### config.mk
export PLATFORM = sky130hd
export DESIGN_NAME = rotp_top
export DESIGN_NICKNAME = d
export VERILOG_FILES = /design/src/hdl/rotp_pkg.sv /design/src/hdl/rotp_top.sv /design/src/hdl/rotp_qual.sv
export SDC_FILE = /design/constraint.sdc
export NUM_CORES = 1
export LEC_CHECK = 0
export BUFFER_PORTS_ARGS = -buffer_cell sky130_fd_sc_hd__buf_2
export CAP_MARGIN = 20
export CORE_MARGIN = 3
export CORE_UTILIZATION = 50
export CTS_BUF_LIST = sky130_fd_sc_hd__clkbuf_8
export CTS_CLUSTER_SIZE = 8
export DETAILED_ROUTE_END_ITERATION = 10
export PLACE_DENSITY = 0.71
export SYNTH_ARGS = -nofsm -noshare
export SYNTH_HDL_FRONTEND = slang
export SYNTH_HIERARCHICAL = 1
export SYNTH_SLANG_ARGS = --single-unit
### constraint.sdc
create_clock -name pclk -period 3.2 [get_ports pclk]
set_clock_uncertainty 0.1 [all_clocks]
set_input_delay 0.8 -clock pclk [delete_from_list [all_inputs] [get_ports pclk]]
set_output_delay 0.8 -clock pclk [all_outputs]
set_load 0.02 [all_outputs]
### src/hdl/rotp_pkg.sv
// rotp_pkg: constants, register map and types for the remote i/o control block
// assumes a 25 MHz pclk; all offsets are byte addresses on a 32-bit APB
package rotp_pkg;
    // clock rate and documented times
    localparam int unsigned CLK_KHZ          = 25000;
    localparam int unsigned QUAL_US          = 100;   // least low hold on remote and trigger inputs
    localparam int unsigned SHDN_MAX_US      = 100;   // longest shutdown response
    localparam int unsigned TRIG_RESP_MAX_US = 500;   // longest trigger response
    localparam int unsigned REM_RESP_MAX_MS  = 200;   // longest remote on/off response

    // derived cycle counts (least time rounds up, longest rounds down)
    localparam logic [11:0] QUAL_CYC      = 12'((QUAL_US * CLK_KHZ + 999) / 1000);
    localparam int unsigned SHDN_MAX_CYC  = SHDN_MAX_US * CLK_KHZ / 1000;
    localparam logic [11:0] SHDN_FILT_CYC = 12'h004;  // short glitch filter on shutdown

    // register byte offsets
    localparam logic [7:0] REG_CTRL   = 8'h00;
    localparam logic [7:0] REG_CMD    = 8'h04;
    localparam logic [7:0] REG_TRIG   = 8'h08;
    localparam logic [7:0] REG_STATUS = 8'h0C;
    localparam logic [7:0] REG_IST    = 8'h10;
    localparam logic [7:0] REG_IMASK  = 8'h14;

    // control register fields
    localparam int unsigned CTRL_INV  = 0;
    localparam int unsigned CTRL_IGN  = 1;
    localparam int unsigned CTRL_STBY = 2;

    // command register fields (write only)
    localparam int unsigned CMD_ON    = 0;
    localparam int unsigned CMD_OFF   = 1;
    localparam int unsigned CMD_LSET  = 2;
    localparam int unsigned CMD_LCLR  = 3;
    localparam int unsigned CMD_ACT   = 8;
    localparam int unsigned CMD_W_LSB = 16;

    // status register fields
    localparam int unsigned ST_OUT   = 0;
    localparam int unsigned ST_SWON  = 1;
    localparam int unsigned ST_STBY  = 2;
    localparam int unsigned ST_SHDN  = 3;
    localparam int unsigned ST_LIST  = 4;
    localparam int unsigned ST_REM   = 5;
    localparam int unsigned ST_TRIG  = 6;
    localparam int unsigned ST_ARMED = 7;

    // interrupt event bits
    localparam int unsigned EV_TRIG = 0;
    localparam int unsigned EV_SHDN = 1;
    localparam int unsigned EV_STBY = 2;
    localparam int unsigned EV_REM  = 3;

    // values after reset
    localparam logic [15:0] TRIG_W_RST = 16'h0001;
    localparam logic [3:0]  IMASK_RST  = 4'h0;

    // output-off flag use
    typedef enum logic [2:0] {
        FLAG_STATUS = 3'b001,
        FLAG_IDLE   = 3'b010,
        FLAG_PULSE  = 3'b100
    } rotp_flag_t;
endpackage

### src/hdl/rotp_top.sv
// rotp_top: remote on/off, trigger, shutdown and flag control with APB registers
// assumes pins are asynchronous; shutdown clears only on presetn (power-on reset)
// Function
// - default polarity: low disables, high enables output
// - control bit inverts remote on/off sense
// - ignore mode: only on/off commands govern output
// - standby mode: 100us low disables, enters standby
// - standby: high does not restore; on command does
// - act on remote input change within 200ms
// - 100us low trigger input makes one event
// - no new trigger until input returns high
// - answer valid trigger within 500us
// - shutdown input stops function, removes output
// - shutdown completes within 100us
// - shutdown latched until power cycle only
// - power-ok flag conducts only when operating normally
// - output-off flag conducts while output is off
// - list trigger setup turns flag into trigger output
// - setup sets flag active state and pulse width
// - list clear restores flag to output state
//
// The implementer's own choices: the placing of the registers and the APB interface to the registers.
`timescale 1ns/1ps
module rotp_top #(
    parameter int unsigned TRIG_RESP_MAX_CYC =
        rotp_pkg::TRIG_RESP_MAX_US * rotp_pkg::CLK_KHZ / 1000,
    parameter int unsigned REM_RESP_MAX_CYC  =
        rotp_pkg::REM_RESP_MAX_MS * rotp_pkg::CLK_KHZ
) (
    // clock and reset
    input  wire logic        pclk,
    input  wire logic        presetn,
    // apb slave
    input  wire logic        psel,
    input  wire logic        penable,
    input  wire logic        pwrite,
    input  wire logic [7:0]  paddr,
    input  wire logic [31:0] pwdata,
    output logic      [31:0] prdata,
    output logic             pready,
    output logic             pslverr,
    // discrete inputs
    input  wire logic        remote_onoff_in,
    input  wire logic        ext_trigger_in,
    input  wire logic        ext_shutdown_in,
    // discrete outputs
    output logic             output_enable,
    output logic             trigger_event,
    output logic             power_ok_flag_on,
    output logic             output_off_flag_on,
    output logic             power_fault_red,
    output logic             irq
);
    typedef struct packed {
        logic                 pready;
        logic                 pslverr;
        logic [31:0]          prdata;
        logic                 inv;
        logic                 ign;
        logic                 stby;
        logic                 sw_on;
        logic                 standby;
        logic                 shdn;
        rotp_pkg::rotp_flag_t flag;
        logic                 act;
        logic [15:0]          width;
        logic [15:0]          pcnt;
        logic                 armed;
        logic                 trig_ev;
        logic                 rem_prev;
        logic [3:0]           ist;
        logic [3:0]           imask;
        logic                 irq;
        logic                 out_en;
        logic                 ok_flag;
        logic                 off_flag;
        logic                 red;
        logic [22:0]          rcnt;
        logic [13:0]          tcnt;
        logic [11:0]          scnt;
    } rotp_st_t;

    rotp_st_t s_r;
    rotp_st_t s_nxt;

    logic rem_sync;
    logic rem_q;
    logic trig_sync;
    logic trig_q;
    logic shd_sync;
    logic shd_q;

    // remote on/off: held 100us before use, well inside 200ms
    rotp_qual #(.N(rotp_pkg::QUAL_CYC), .INIT(1'b1)) u_rem (
        .pclk    (pclk),
        .presetn (presetn),
        .pin     (remote_onoff_in),
        .sync    (rem_sync),
        .level   (rem_q)
    );

    // trigger input: a low shorter than 100us never fires
    rotp_qual #(.N(rotp_pkg::QUAL_CYC), .INIT(1'b1)) u_trig (
        .pclk    (pclk),
        .presetn (presetn),
        .pin     (ext_trigger_in),
        .sync    (trig_sync),
        .level   (trig_q)
    );

    // shutdown: short filter only, the 100us budget leaves no room for more
    rotp_qual #(.N(rotp_pkg::SHDN_FILT_CYC), .INIT(1'b0)) u_shd (
        .pclk    (pclk),
        .presetn (presetn),
        .pin     (ext_shutdown_in),
        .sync    (shd_sync),
        .level   (shd_q)
    );

    // address decode, shared by read and write paths
    function automatic logic is_reg(input logic [7:0] a, input logic [7:0] off);
        is_reg = (a == off);
    endfunction

    function automatic logic mapped(input logic [7:0] a);
        mapped = is_reg(a, rotp_pkg::REG_CTRL)   || is_reg(a, rotp_pkg::REG_CMD) ||
                 is_reg(a, rotp_pkg::REG_TRIG)   || is_reg(a, rotp_pkg::REG_IST) ||
                 is_reg(a, rotp_pkg::REG_STATUS) || is_reg(a, rotp_pkg::REG_IMASK);
    endfunction

    logic rem_lvl;
    logic setup;
    logic wr;
    logic cmd_wr;
    logic cmd_on;
    logic cmd_off;
    logic cmd_lset;
    logic cmd_lclr;
    logic trig_fire;
    logic stby_ev;
    logic [3:0] ev;

    // event and command decode
    always_comb begin
        rem_lvl   = rem_q ^ s_r.inv;
        setup     = psel && !penable;
        wr        = psel && penable && s_r.pready && pwrite;
        cmd_wr    = wr && is_reg(paddr, rotp_pkg::REG_CMD);
        cmd_on    = cmd_wr && pwdata[rotp_pkg::CMD_ON];
        cmd_off   = cmd_wr && pwdata[rotp_pkg::CMD_OFF];
        cmd_lset  = cmd_wr && pwdata[rotp_pkg::CMD_LSET];
        cmd_lclr  = cmd_wr && pwdata[rotp_pkg::CMD_LCLR];
        trig_fire = s_r.armed && !trig_q && !s_r.shdn;
        stby_ev   = s_r.stby && s_r.rem_prev && !rem_lvl && !s_r.shdn;
        ev        = 4'h0;
        ev[rotp_pkg::EV_TRIG] = trig_fire;
        ev[rotp_pkg::EV_SHDN] = shd_q && !s_r.shdn;
        ev[rotp_pkg::EV_STBY] = stby_ev;
        ev[rotp_pkg::EV_REM]  = rem_lvl != s_r.rem_prev;
    end

    // next state
    always_comb begin
        s_nxt = s_r;

        // apb: read data captured in setup, writes taken in the zero-wait access phase
        s_nxt.pready  = setup;
        s_nxt.pslverr = setup && !mapped(paddr);
        s_nxt.prdata  = 32'h0000_0000;
        if (setup && !pwrite) begin
            case (paddr)
                rotp_pkg::REG_CTRL: begin
                    s_nxt.prdata[rotp_pkg::CTRL_INV]  = s_r.inv;
                    s_nxt.prdata[rotp_pkg::CTRL_IGN]  = s_r.ign;
                    s_nxt.prdata[rotp_pkg::CTRL_STBY] = s_r.stby;
                end
                rotp_pkg::REG_TRIG: begin
                    s_nxt.prdata[rotp_pkg::CMD_ACT] = s_r.act;
                    s_nxt.prdata[31:16]             = s_r.width;
                end
                rotp_pkg::REG_STATUS: begin
                    s_nxt.prdata[rotp_pkg::ST_OUT]   = s_r.out_en;
                    s_nxt.prdata[rotp_pkg::ST_SWON]  = s_r.sw_on;
                    s_nxt.prdata[rotp_pkg::ST_STBY]  = s_r.standby;
                    s_nxt.prdata[rotp_pkg::ST_SHDN]  = s_r.shdn;
                    s_nxt.prdata[rotp_pkg::ST_LIST]  = s_r.flag != rotp_pkg::FLAG_STATUS;
                    s_nxt.prdata[rotp_pkg::ST_REM]   = rem_lvl;
                    s_nxt.prdata[rotp_pkg::ST_TRIG]  = trig_q;
                    s_nxt.prdata[rotp_pkg::ST_ARMED] = s_r.armed;
                end
                rotp_pkg::REG_IST:   s_nxt.prdata[3:0] = s_r.ist;
                rotp_pkg::REG_IMASK: s_nxt.prdata[3:0] = s_r.imask;
                default:             s_nxt.prdata = 32'h0000_0000;
            endcase
        end

        // control and mask writes
        if (wr && is_reg(paddr, rotp_pkg::REG_CTRL)) begin
            s_nxt.inv  = pwdata[rotp_pkg::CTRL_INV];
            s_nxt.ign  = pwdata[rotp_pkg::CTRL_IGN];
            s_nxt.stby = pwdata[rotp_pkg::CTRL_STBY];
        end
        if (wr && is_reg(paddr, rotp_pkg::REG_IMASK)) begin
            s_nxt.imask = pwdata[3:0];
        end

        // sticky events: a new event wins over a same-cycle clear
        if (wr && is_reg(paddr, rotp_pkg::REG_IST)) begin
            s_nxt.ist = s_r.ist & ~pwdata[3:0];
        end
        s_nxt.ist = s_nxt.ist | ev;
        s_nxt.irq = |(s_nxt.ist & s_nxt.imask);

        // software output state; on clears standby, refused once shut down
        if (cmd_on && !s_r.shdn) begin
            s_nxt.sw_on   = 1'b1;
            s_nxt.standby = 1'b0;
        end
        if (cmd_off) begin
            s_nxt.sw_on = 1'b0;
        end
        // standby after the on command so a same-cycle drop still disables
        if (stby_ev) begin
            s_nxt.sw_on   = 1'b0;
            s_nxt.standby = 1'b1;
        end
        s_nxt.rem_prev = rem_lvl;

        // shutdown latches; only presetn clears it
        if (shd_q) begin
            s_nxt.shdn = 1'b1;
        end

        // output: remote level gates only in plain mode
        s_nxt.out_en = s_nxt.sw_on && !s_nxt.shdn &&
                       (s_r.ign || s_r.stby || rem_lvl);
        s_nxt.ok_flag = !s_nxt.shdn;
        s_nxt.red     = s_nxt.shdn;

        // trigger: one event per low, rearmed by a high
        s_nxt.trig_ev = trig_fire;
        if (trig_fire) begin
            s_nxt.armed = 1'b0;
        end else if (trig_q) begin
            s_nxt.armed = 1'b1;
        end

        // output-off flag: status mirror or trigger pulse output
        case (s_r.flag)
            rotp_pkg::FLAG_STATUS: begin
                s_nxt.off_flag = !s_r.out_en;
            end
            rotp_pkg::FLAG_IDLE: begin
                s_nxt.off_flag = !s_r.act;
                if (trig_fire) begin
                    s_nxt.flag     = rotp_pkg::FLAG_PULSE;
                    s_nxt.off_flag = s_r.act;
                    s_nxt.pcnt     = (s_r.width == 16'h0000) ? 16'h0000
                                                              : s_r.width - 16'h0001;
                end
            end
            rotp_pkg::FLAG_PULSE: begin
                if (s_r.pcnt == 16'h0000) begin
                    s_nxt.flag     = rotp_pkg::FLAG_IDLE;
                    s_nxt.off_flag = !s_r.act;
                end else begin
                    s_nxt.pcnt = s_r.pcnt - 16'h0001;
                end
            end
            default: begin
                s_nxt.flag = rotp_pkg::FLAG_STATUS;
            end
        endcase
        // commands override the flag machine; a pulse in flight is dropped
        if (cmd_lset) begin
            s_nxt.flag     = rotp_pkg::FLAG_IDLE;
            s_nxt.act      = pwdata[rotp_pkg::CMD_ACT];
            s_nxt.width    = pwdata[31:rotp_pkg::CMD_W_LSB];
            s_nxt.off_flag = !pwdata[rotp_pkg::CMD_ACT];
        end
        if (cmd_lclr) begin
            s_nxt.flag = rotp_pkg::FLAG_STATUS;
        end

        // response watch counters, read only by the checks below
        s_nxt.rcnt = (rem_sync != rem_q) ? s_r.rcnt + 23'h000001 : 23'h000000;
        s_nxt.tcnt = (!trig_sync && s_r.armed && !s_r.shdn) ? s_r.tcnt + 14'h0001
                                                            : 14'h0000;
        s_nxt.scnt = (shd_sync && !s_r.shdn) ? s_r.scnt + 12'h001 : 12'h000;
    end

    // state register; shutdown clears only here, flag mode here and on list clear
    always_ff @(posedge pclk or negedge presetn) begin
        if (!presetn) begin
            s_r          <= '0;
            s_r.flag     <= rotp_pkg::FLAG_STATUS;
            s_r.width    <= rotp_pkg::TRIG_W_RST;
            s_r.imask    <= rotp_pkg::IMASK_RST;
            s_r.armed    <= 1'b1;
            s_r.rem_prev <= 1'b1;
            s_r.off_flag <= 1'b1;
        end else begin
            s_r <= s_nxt;
        end
    end

    assign prdata             = s_r.prdata;
    assign pready             = s_r.pready;
    assign pslverr            = s_r.pslverr;
    assign output_enable      = s_r.out_en;
    assign trigger_event      = s_r.trig_ev;
    assign power_ok_flag_on   = s_r.ok_flag;
    assign output_off_flag_on = s_r.off_flag;
    assign power_fault_red    = s_r.red;
    assign irq                = s_r.irq;

    a_remote_low_off: assert property (@(posedge pclk) disable iff (!presetn)
        (!s_r.ign && !s_r.stby && !s_r.inv && !rem_q) |=> !s_r.out_en)
        else $error("output on while remote input low");

    a_polarity_inv: assert property (@(posedge pclk) disable iff (!presetn)
        (!s_r.ign && !s_r.stby && s_r.inv && rem_q) |=> !s_r.out_en)
        else $error("inverted remote high did not disable");

    a_ignore_cmd: assert property (@(posedge pclk) disable iff (!presetn)
        (s_r.ign && s_r.sw_on && !s_r.shdn && !shd_q && !stby_ev && !cmd_off)
        |=> s_r.out_en)
        else $error("ignore mode output not following command");

    a_standby_entry: assert property (@(posedge pclk) disable iff (!presetn)
        stby_ev |=> (!s_r.out_en && s_r.standby))
        else $error("standby not entered on qualified low");

    a_standby_hold: assert property (@(posedge pclk) disable iff (!presetn)
        (s_r.standby && !cmd_on) |=> (s_r.standby && !s_r.out_en))
        else $error("standby left without on command");

    a_remote_budget: assert property (@(posedge pclk) disable iff (!presetn)
        32'(s_r.rcnt) < REM_RESP_MAX_CYC)
        else $error("remote input change not taken in time");

    a_trig_once: assert property (@(posedge pclk) disable iff (!presetn)
        s_r.trig_ev |=> (!s_r.trig_ev && !s_r.armed) [*2])
        else $error("second trigger before rearm");

    a_trig_budget: assert property (@(posedge pclk) disable iff (!presetn)
        32'(s_r.tcnt) < TRIG_RESP_MAX_CYC)
        else $error("trigger not answered in time");

    a_shdn_budget: assert property (@(posedge pclk) disable iff (!presetn)
        32'(s_r.scnt) < rotp_pkg::SHDN_MAX_CYC)
        else $error("shutdown not completed in time");

    a_shdn_sticky: assert property (@(posedge pclk) disable iff (!presetn)
        s_r.shdn |=> (s_r.shdn && s_r.red && !s_r.ok_flag && !s_r.out_en))
        else $error("shutdown released or outputs wrong");

    a_flag_status: assert property (@(posedge pclk) disable iff (!presetn)
        (s_r.flag == rotp_pkg::FLAG_STATUS) ##1 (s_r.flag == rotp_pkg::FLAG_STATUS)
        |-> (s_r.off_flag == !$past(s_r.out_en)))
        else $error("off flag does not mirror output");

    a_list_setup: assert property (@(posedge pclk) disable iff (!presetn)
        (cmd_lset && !cmd_lclr) |=> (s_r.flag == rotp_pkg::FLAG_IDLE &&
                                     s_r.off_flag == !s_r.act))
        else $error("list setup did not take the flag");

    a_list_pulse: assert property (@(posedge pclk) disable iff (!presetn)
        (s_r.flag == rotp_pkg::FLAG_IDLE && trig_fire && !cmd_wr)
        |=> (s_r.off_flag == s_r.act) && (s_r.pcnt == $past(s_r.width) - 16'h0001
                                          || $past(s_r.width) == 16'h0000))
        else $error("trigger pulse level or width wrong");

    a_list_clear: assert property (@(posedge pclk) disable iff (!presetn)
        cmd_lclr |=> s_r.flag == rotp_pkg::FLAG_STATUS)
        else $error("list clear did not restore flag");
endmodule

### src/hdl/rotp_qual.sv
// rotp_qual: two-flop synchroniser and level qualifier for one discrete pin
// assumes the pin is asynchronous to pclk; level follows after n steady cycles
`timescale 1ns/1ps
module rotp_qual #(
    parameter logic [11:0] N    = 12'h004,
    parameter logic        INIT = 1'b1
) (
    // clock and reset
    input  wire logic pclk,
    input  wire logic presetn,
    // pin side
    input  wire logic pin,
    // qualified side
    output logic      sync,
    output logic      level
);
    typedef struct packed {
        logic        s1;
        logic        s2;
        logic        lvl;
        logic [11:0] cnt;
    } rotp_qual_st_t;

    rotp_qual_st_t s_r;
    rotp_qual_st_t s_nxt;

    // a new level is taken only after it stood n cycles, so short pulses vanish
    always_comb begin
        s_nxt    = s_r;
        s_nxt.s1 = pin;
        s_nxt.s2 = s_r.s1;
        if (s_r.s2 == s_r.lvl) begin
            s_nxt.cnt = 12'h000;
        end else if (s_r.cnt >= N - 12'h001) begin
            s_nxt.lvl = s_r.s2;
            s_nxt.cnt = 12'h000;
        end else begin
            s_nxt.cnt = s_r.cnt + 12'h001;
        end
    end

    // state register
    always_ff @(posedge pclk or negedge presetn) begin
        if (!presetn) begin
            s_r <= '{s1: INIT, s2: INIT, lvl: INIT, cnt: 12'h000};
        end else begin
            s_r <= s_nxt;
        end
    end

    assign sync  = s_r.s2;
    assign level = s_r.lvl;
endmodule

==> results.md <==
Timing:
- In the final timing run, aggregate negative setup slack is 0 ns.
- Setup slack closes at 0.657 ns.
- The transition time at the pin with the least slew margin is 0.896 ns.
- The clock period minus final worst setup slack is 2.54 ns.
- The number of failing setup endpoints in the final timing report is 0.
- The worst max-slew margin expressed relative to the limit is 40.1%.
- Timing would allow up to 0.393 GHz.
- The final max-slew violation count was 0.
- The final critical path takes up 79.5% of the cycle.
- Setup repair after global routing left no endpoint under its margin.
- The final number of hold-violating endpoints is 0.

Synth:
- The number of instances in the synthesized netlist is 578.
- The synthesized design contains 0 enable-type register cells.
- The post-synth design cell area is 6200 µm².
- The top cell type by area accounts for 47.6% of the synthesized area.
- By count the netlist is led by dfrtp_1, nor2_1, buf_4, o21ai_0, nor3_1.
- The synthesized design contains 129 register bits.
- In the synthesized netlist the dominant register cell turns out to be dfrtp_1.
- Averaged over all synthesized cells, the footprint is 10.7 µm².
- The dominant cell type by area after synthesis is dfrtp_1.
- The Yosys step of the flow raised 6 warnings.
- By area the synthesized netlist is led by dfrtp_1, dfstp_2, mux2_2.
- The most used standard cell by instance count after synthesis is dfrtp_1.
- The async set-or-reset flop fraction in the synthesized netlist is 100%.
- The post-synthesis sequential area ratio is 52.3%.
- After synthesis, the netlist uses 67 different library cells.

Outcome:
- The run finished with clean final reports.

Global routing:
- The number of antenna violations at the first check in global routing is 0.
- The residual overflow from global routing is 0.
- The via count of the first global-routing pass is 4584.
- The global-route wire length before repair is 22300 µm.
- Global routing consumed, over all layers together, 20.1% of the routing resources.
- The maximum number of pins on one net before global-route repair is 45.

Placement:
- The number of buffer cells added on primary ports is 69.
- The setup slack after placement is 0.296 ns.
- The total half-perimeter wirelength after legalization and detailed placement is 9380 µm.
- Routability-driven placement finished with a final weighted congestion of 0.925.

Floorplan:
- The floorplan has 40 rows.
- The die height is 117 µm.
- The floorplan step defined a die boundary enclosing 13800 µm².
- During I/O placement, the number of pins put on the boundary was 88.
- The width of the die is 117 µm.
- The core region is 12100 µm².
- For this configuration, the core starts out at a cell density of 51.4%.

CTS:
- Post-CTS repair changed the size of 0 cells.
- Counting the buffers created by CTS gives 17.
- The clock latency reported for the late side of the worst-skew pair is 0.44 ns.
- TritonCTS built the clock tree.
- The setup fix buffers added after clock tree synthesis is 0.
- The H-tree generated during clock tree synthesis spans 4 levels.
- The number of sinks on the clock net is 129.
- The number of hold buffers added after cts is 0.
- The clock-pin slew on the worst setup and hold paths is 0.07 ns.
- The clock tree root buffer cell is clkbuf_8.
- The clock passes through at most 2 buffers.

Flow run:
- Max-cap violations in this run came to 0.

Power:
- Dividing total power by cell area gives a power density of 453 nW/µm².
- The total leakage power is 3.30 nW.
- Across the VDD grid, the largest voltage drop is 482 µV.

Finish:
- For this run, the share of the core covered by cells in the final layout is 58.0%.
- The repair_antennas step left the layout with diodes totalling 0.
- The final net count is 697.
- The fill cell instance count of the final layout is 1034.
- The area growth from synthesis to layout is 12.8%.
- The share of post-route cells with drive strength above 1 is 26.4%.

Critical path:
- Data arrives at the worst endpoint at 2.76 ns.
- STA classifies the critical path startpoint as a register.
- STA classifies the critical path endpoint as a register.
- Along the worst path, the maximum fanout reaches 5.
- The worst setup path is of the reg2reg kind.
- For the worst setup path, the data required time is 3.41 ns.

Detailed routing:
- The initial detailed-routing violation count is 245.
- The detail-routed via count per cell is 5.45.
- The count of unresolved DRC violations after routing is 0.
- In this run the top signal layer used is met4.
- Dividing the detail-routed wire length by the instance count gives 16.0 µm.
- The total iterations of the first detailed-routing run is 7.
- The vias after detailed routing is 4483.
- The total length of routed met3 wires is 666 µm.
- The detail route stage leaves a number of antenna-violating nets equal to 0.
- Wires add up to 13100 µm.
- The detailed router put a total of 5780 µm of wire on met1.
- The routed length on met2 is 6500 µm.

Hold path:
- The class of the tightest hold or removal check is in2async.
## registers in the layout, summed over array words and instances, names as in the netlist, 12 cells and up
register    flops
prdata         25
s_r            51
u_rem/s_r      12
u_shd/s_r      12
u_trig/s_r     12
## kinds of logic (layout without fill, tap and decap cells)
logic type,Yosys count,count (layout),share of synthesized area [%]
simple gates,208,208,18.2
flops,129,129,52.3
compound gates,99,99,11.2
buf+inv,68,130,6.36
xor+xnor,38,38,5.37
mux,27,27,5.03
fa+ha+maj,7,7,1.41
other cells,2,17,0.121
## power breakdown
group          internal (mW)  leakage [nW]  total (mW)  switching (mW)
Clock                  0.700         0.200        1.37           0.673
Sequential              1.65          1.70        1.67          0.0162
Combinational         0.0438          1.40       0.126          0.0820
## layout by cell type, fill, tap and decap left out, types with 7 or more instances in the layout
master | Yosys | routed
nor4_1 | 14 | 13
buf_4 | 32 | 9
xnor2_1 | 20 | 20
a21oi_1 | 16 | 16
clkbuf_8 | 0 | 17
dfrtp_1 | 118 | 118
nand4_1 | 9 | 9
buf_2 | 2 | 68
nand2_1 | 22 | 22
xor2_1 | 18 | 18
inv_1 | 19 | 20
and2_1 | 19 | 19
ha_1 | 7 | 7
dfstp_2 | 11 | 11
conb_1 | 2 | 17
nor2_1 | 51 | 51
nand3_1 | 20 | 20
o21ai_0 | 30 | 30
nor3_1 | 27 | 27
mux2_2 | 24 | 24
## final cells by class
| type | instances | area [µm²] | share of cell area, % |
|---|---|---|---|
| repair buffers | 79 | 448 | 6.41 |
| flip-flops and latches | 129 | 3240 | 46.4 |
| multi-input cells | 396 | 2630 | 37.5 |
| clock buffers | 17 | 234 | 3.35 |
| well taps | 168 | 210 | 3.01 |
| clock inverters | 15 | 161 | 2.31 |
| inverters | 19 | 71.3 | 1.02 |
## routing by layer
metal	track usage (%)	vias to the layer above
met4	7.40	0
met5	0	-
met2	33.5	142
met3	5.26	17
met1	25.4	2182
li1	-	2142
## worst paths after layout
check	depth (start not counted)	from	end	slack, ns
max reg2reg	7	s_r[82]	s_r[79]	0.66
max	7	s_r[82]	s_r[79]	0.66
min	1	presetn	prdata[24]	0.25
max in group asynchronous	2	presetn	s_r[81]	1.98
min reg2reg	0	u_shd/s_nxt[13]	u_shd/sync	0.26
min in group pclk	0	u_shd/s_nxt[13]	u_shd/sync	0.26
## through the flow
stage | instance area, µm² | hold slack, ns | instances | power, mW
2_1_floorplan | 6250 | 0.231 | 593 | 1.76
3_3_place_gp | 6590 | 0.239 | 790 | 1.82
3_5_place_dp | 6590 | 0.241 | 790 | 1.83
4_1_cts | 6980 | 0.249 | 822 | 3.22
5_1_grt | 6990 | 0.265 | 823 | 3.32
6_report | 6990 | 0.247 | 823 | 3.17
## critical path: stages, from the launching register on
cell     delay (ns)
dfrtp_1        0.43
inv_1          0.11
ha_1           0.27
or4b_2         0.64
or2_2          0.33
o31a_1         0.25
nor3_1         0.18
o21ai_0        0.11
(Power assumes the default switching activity.)
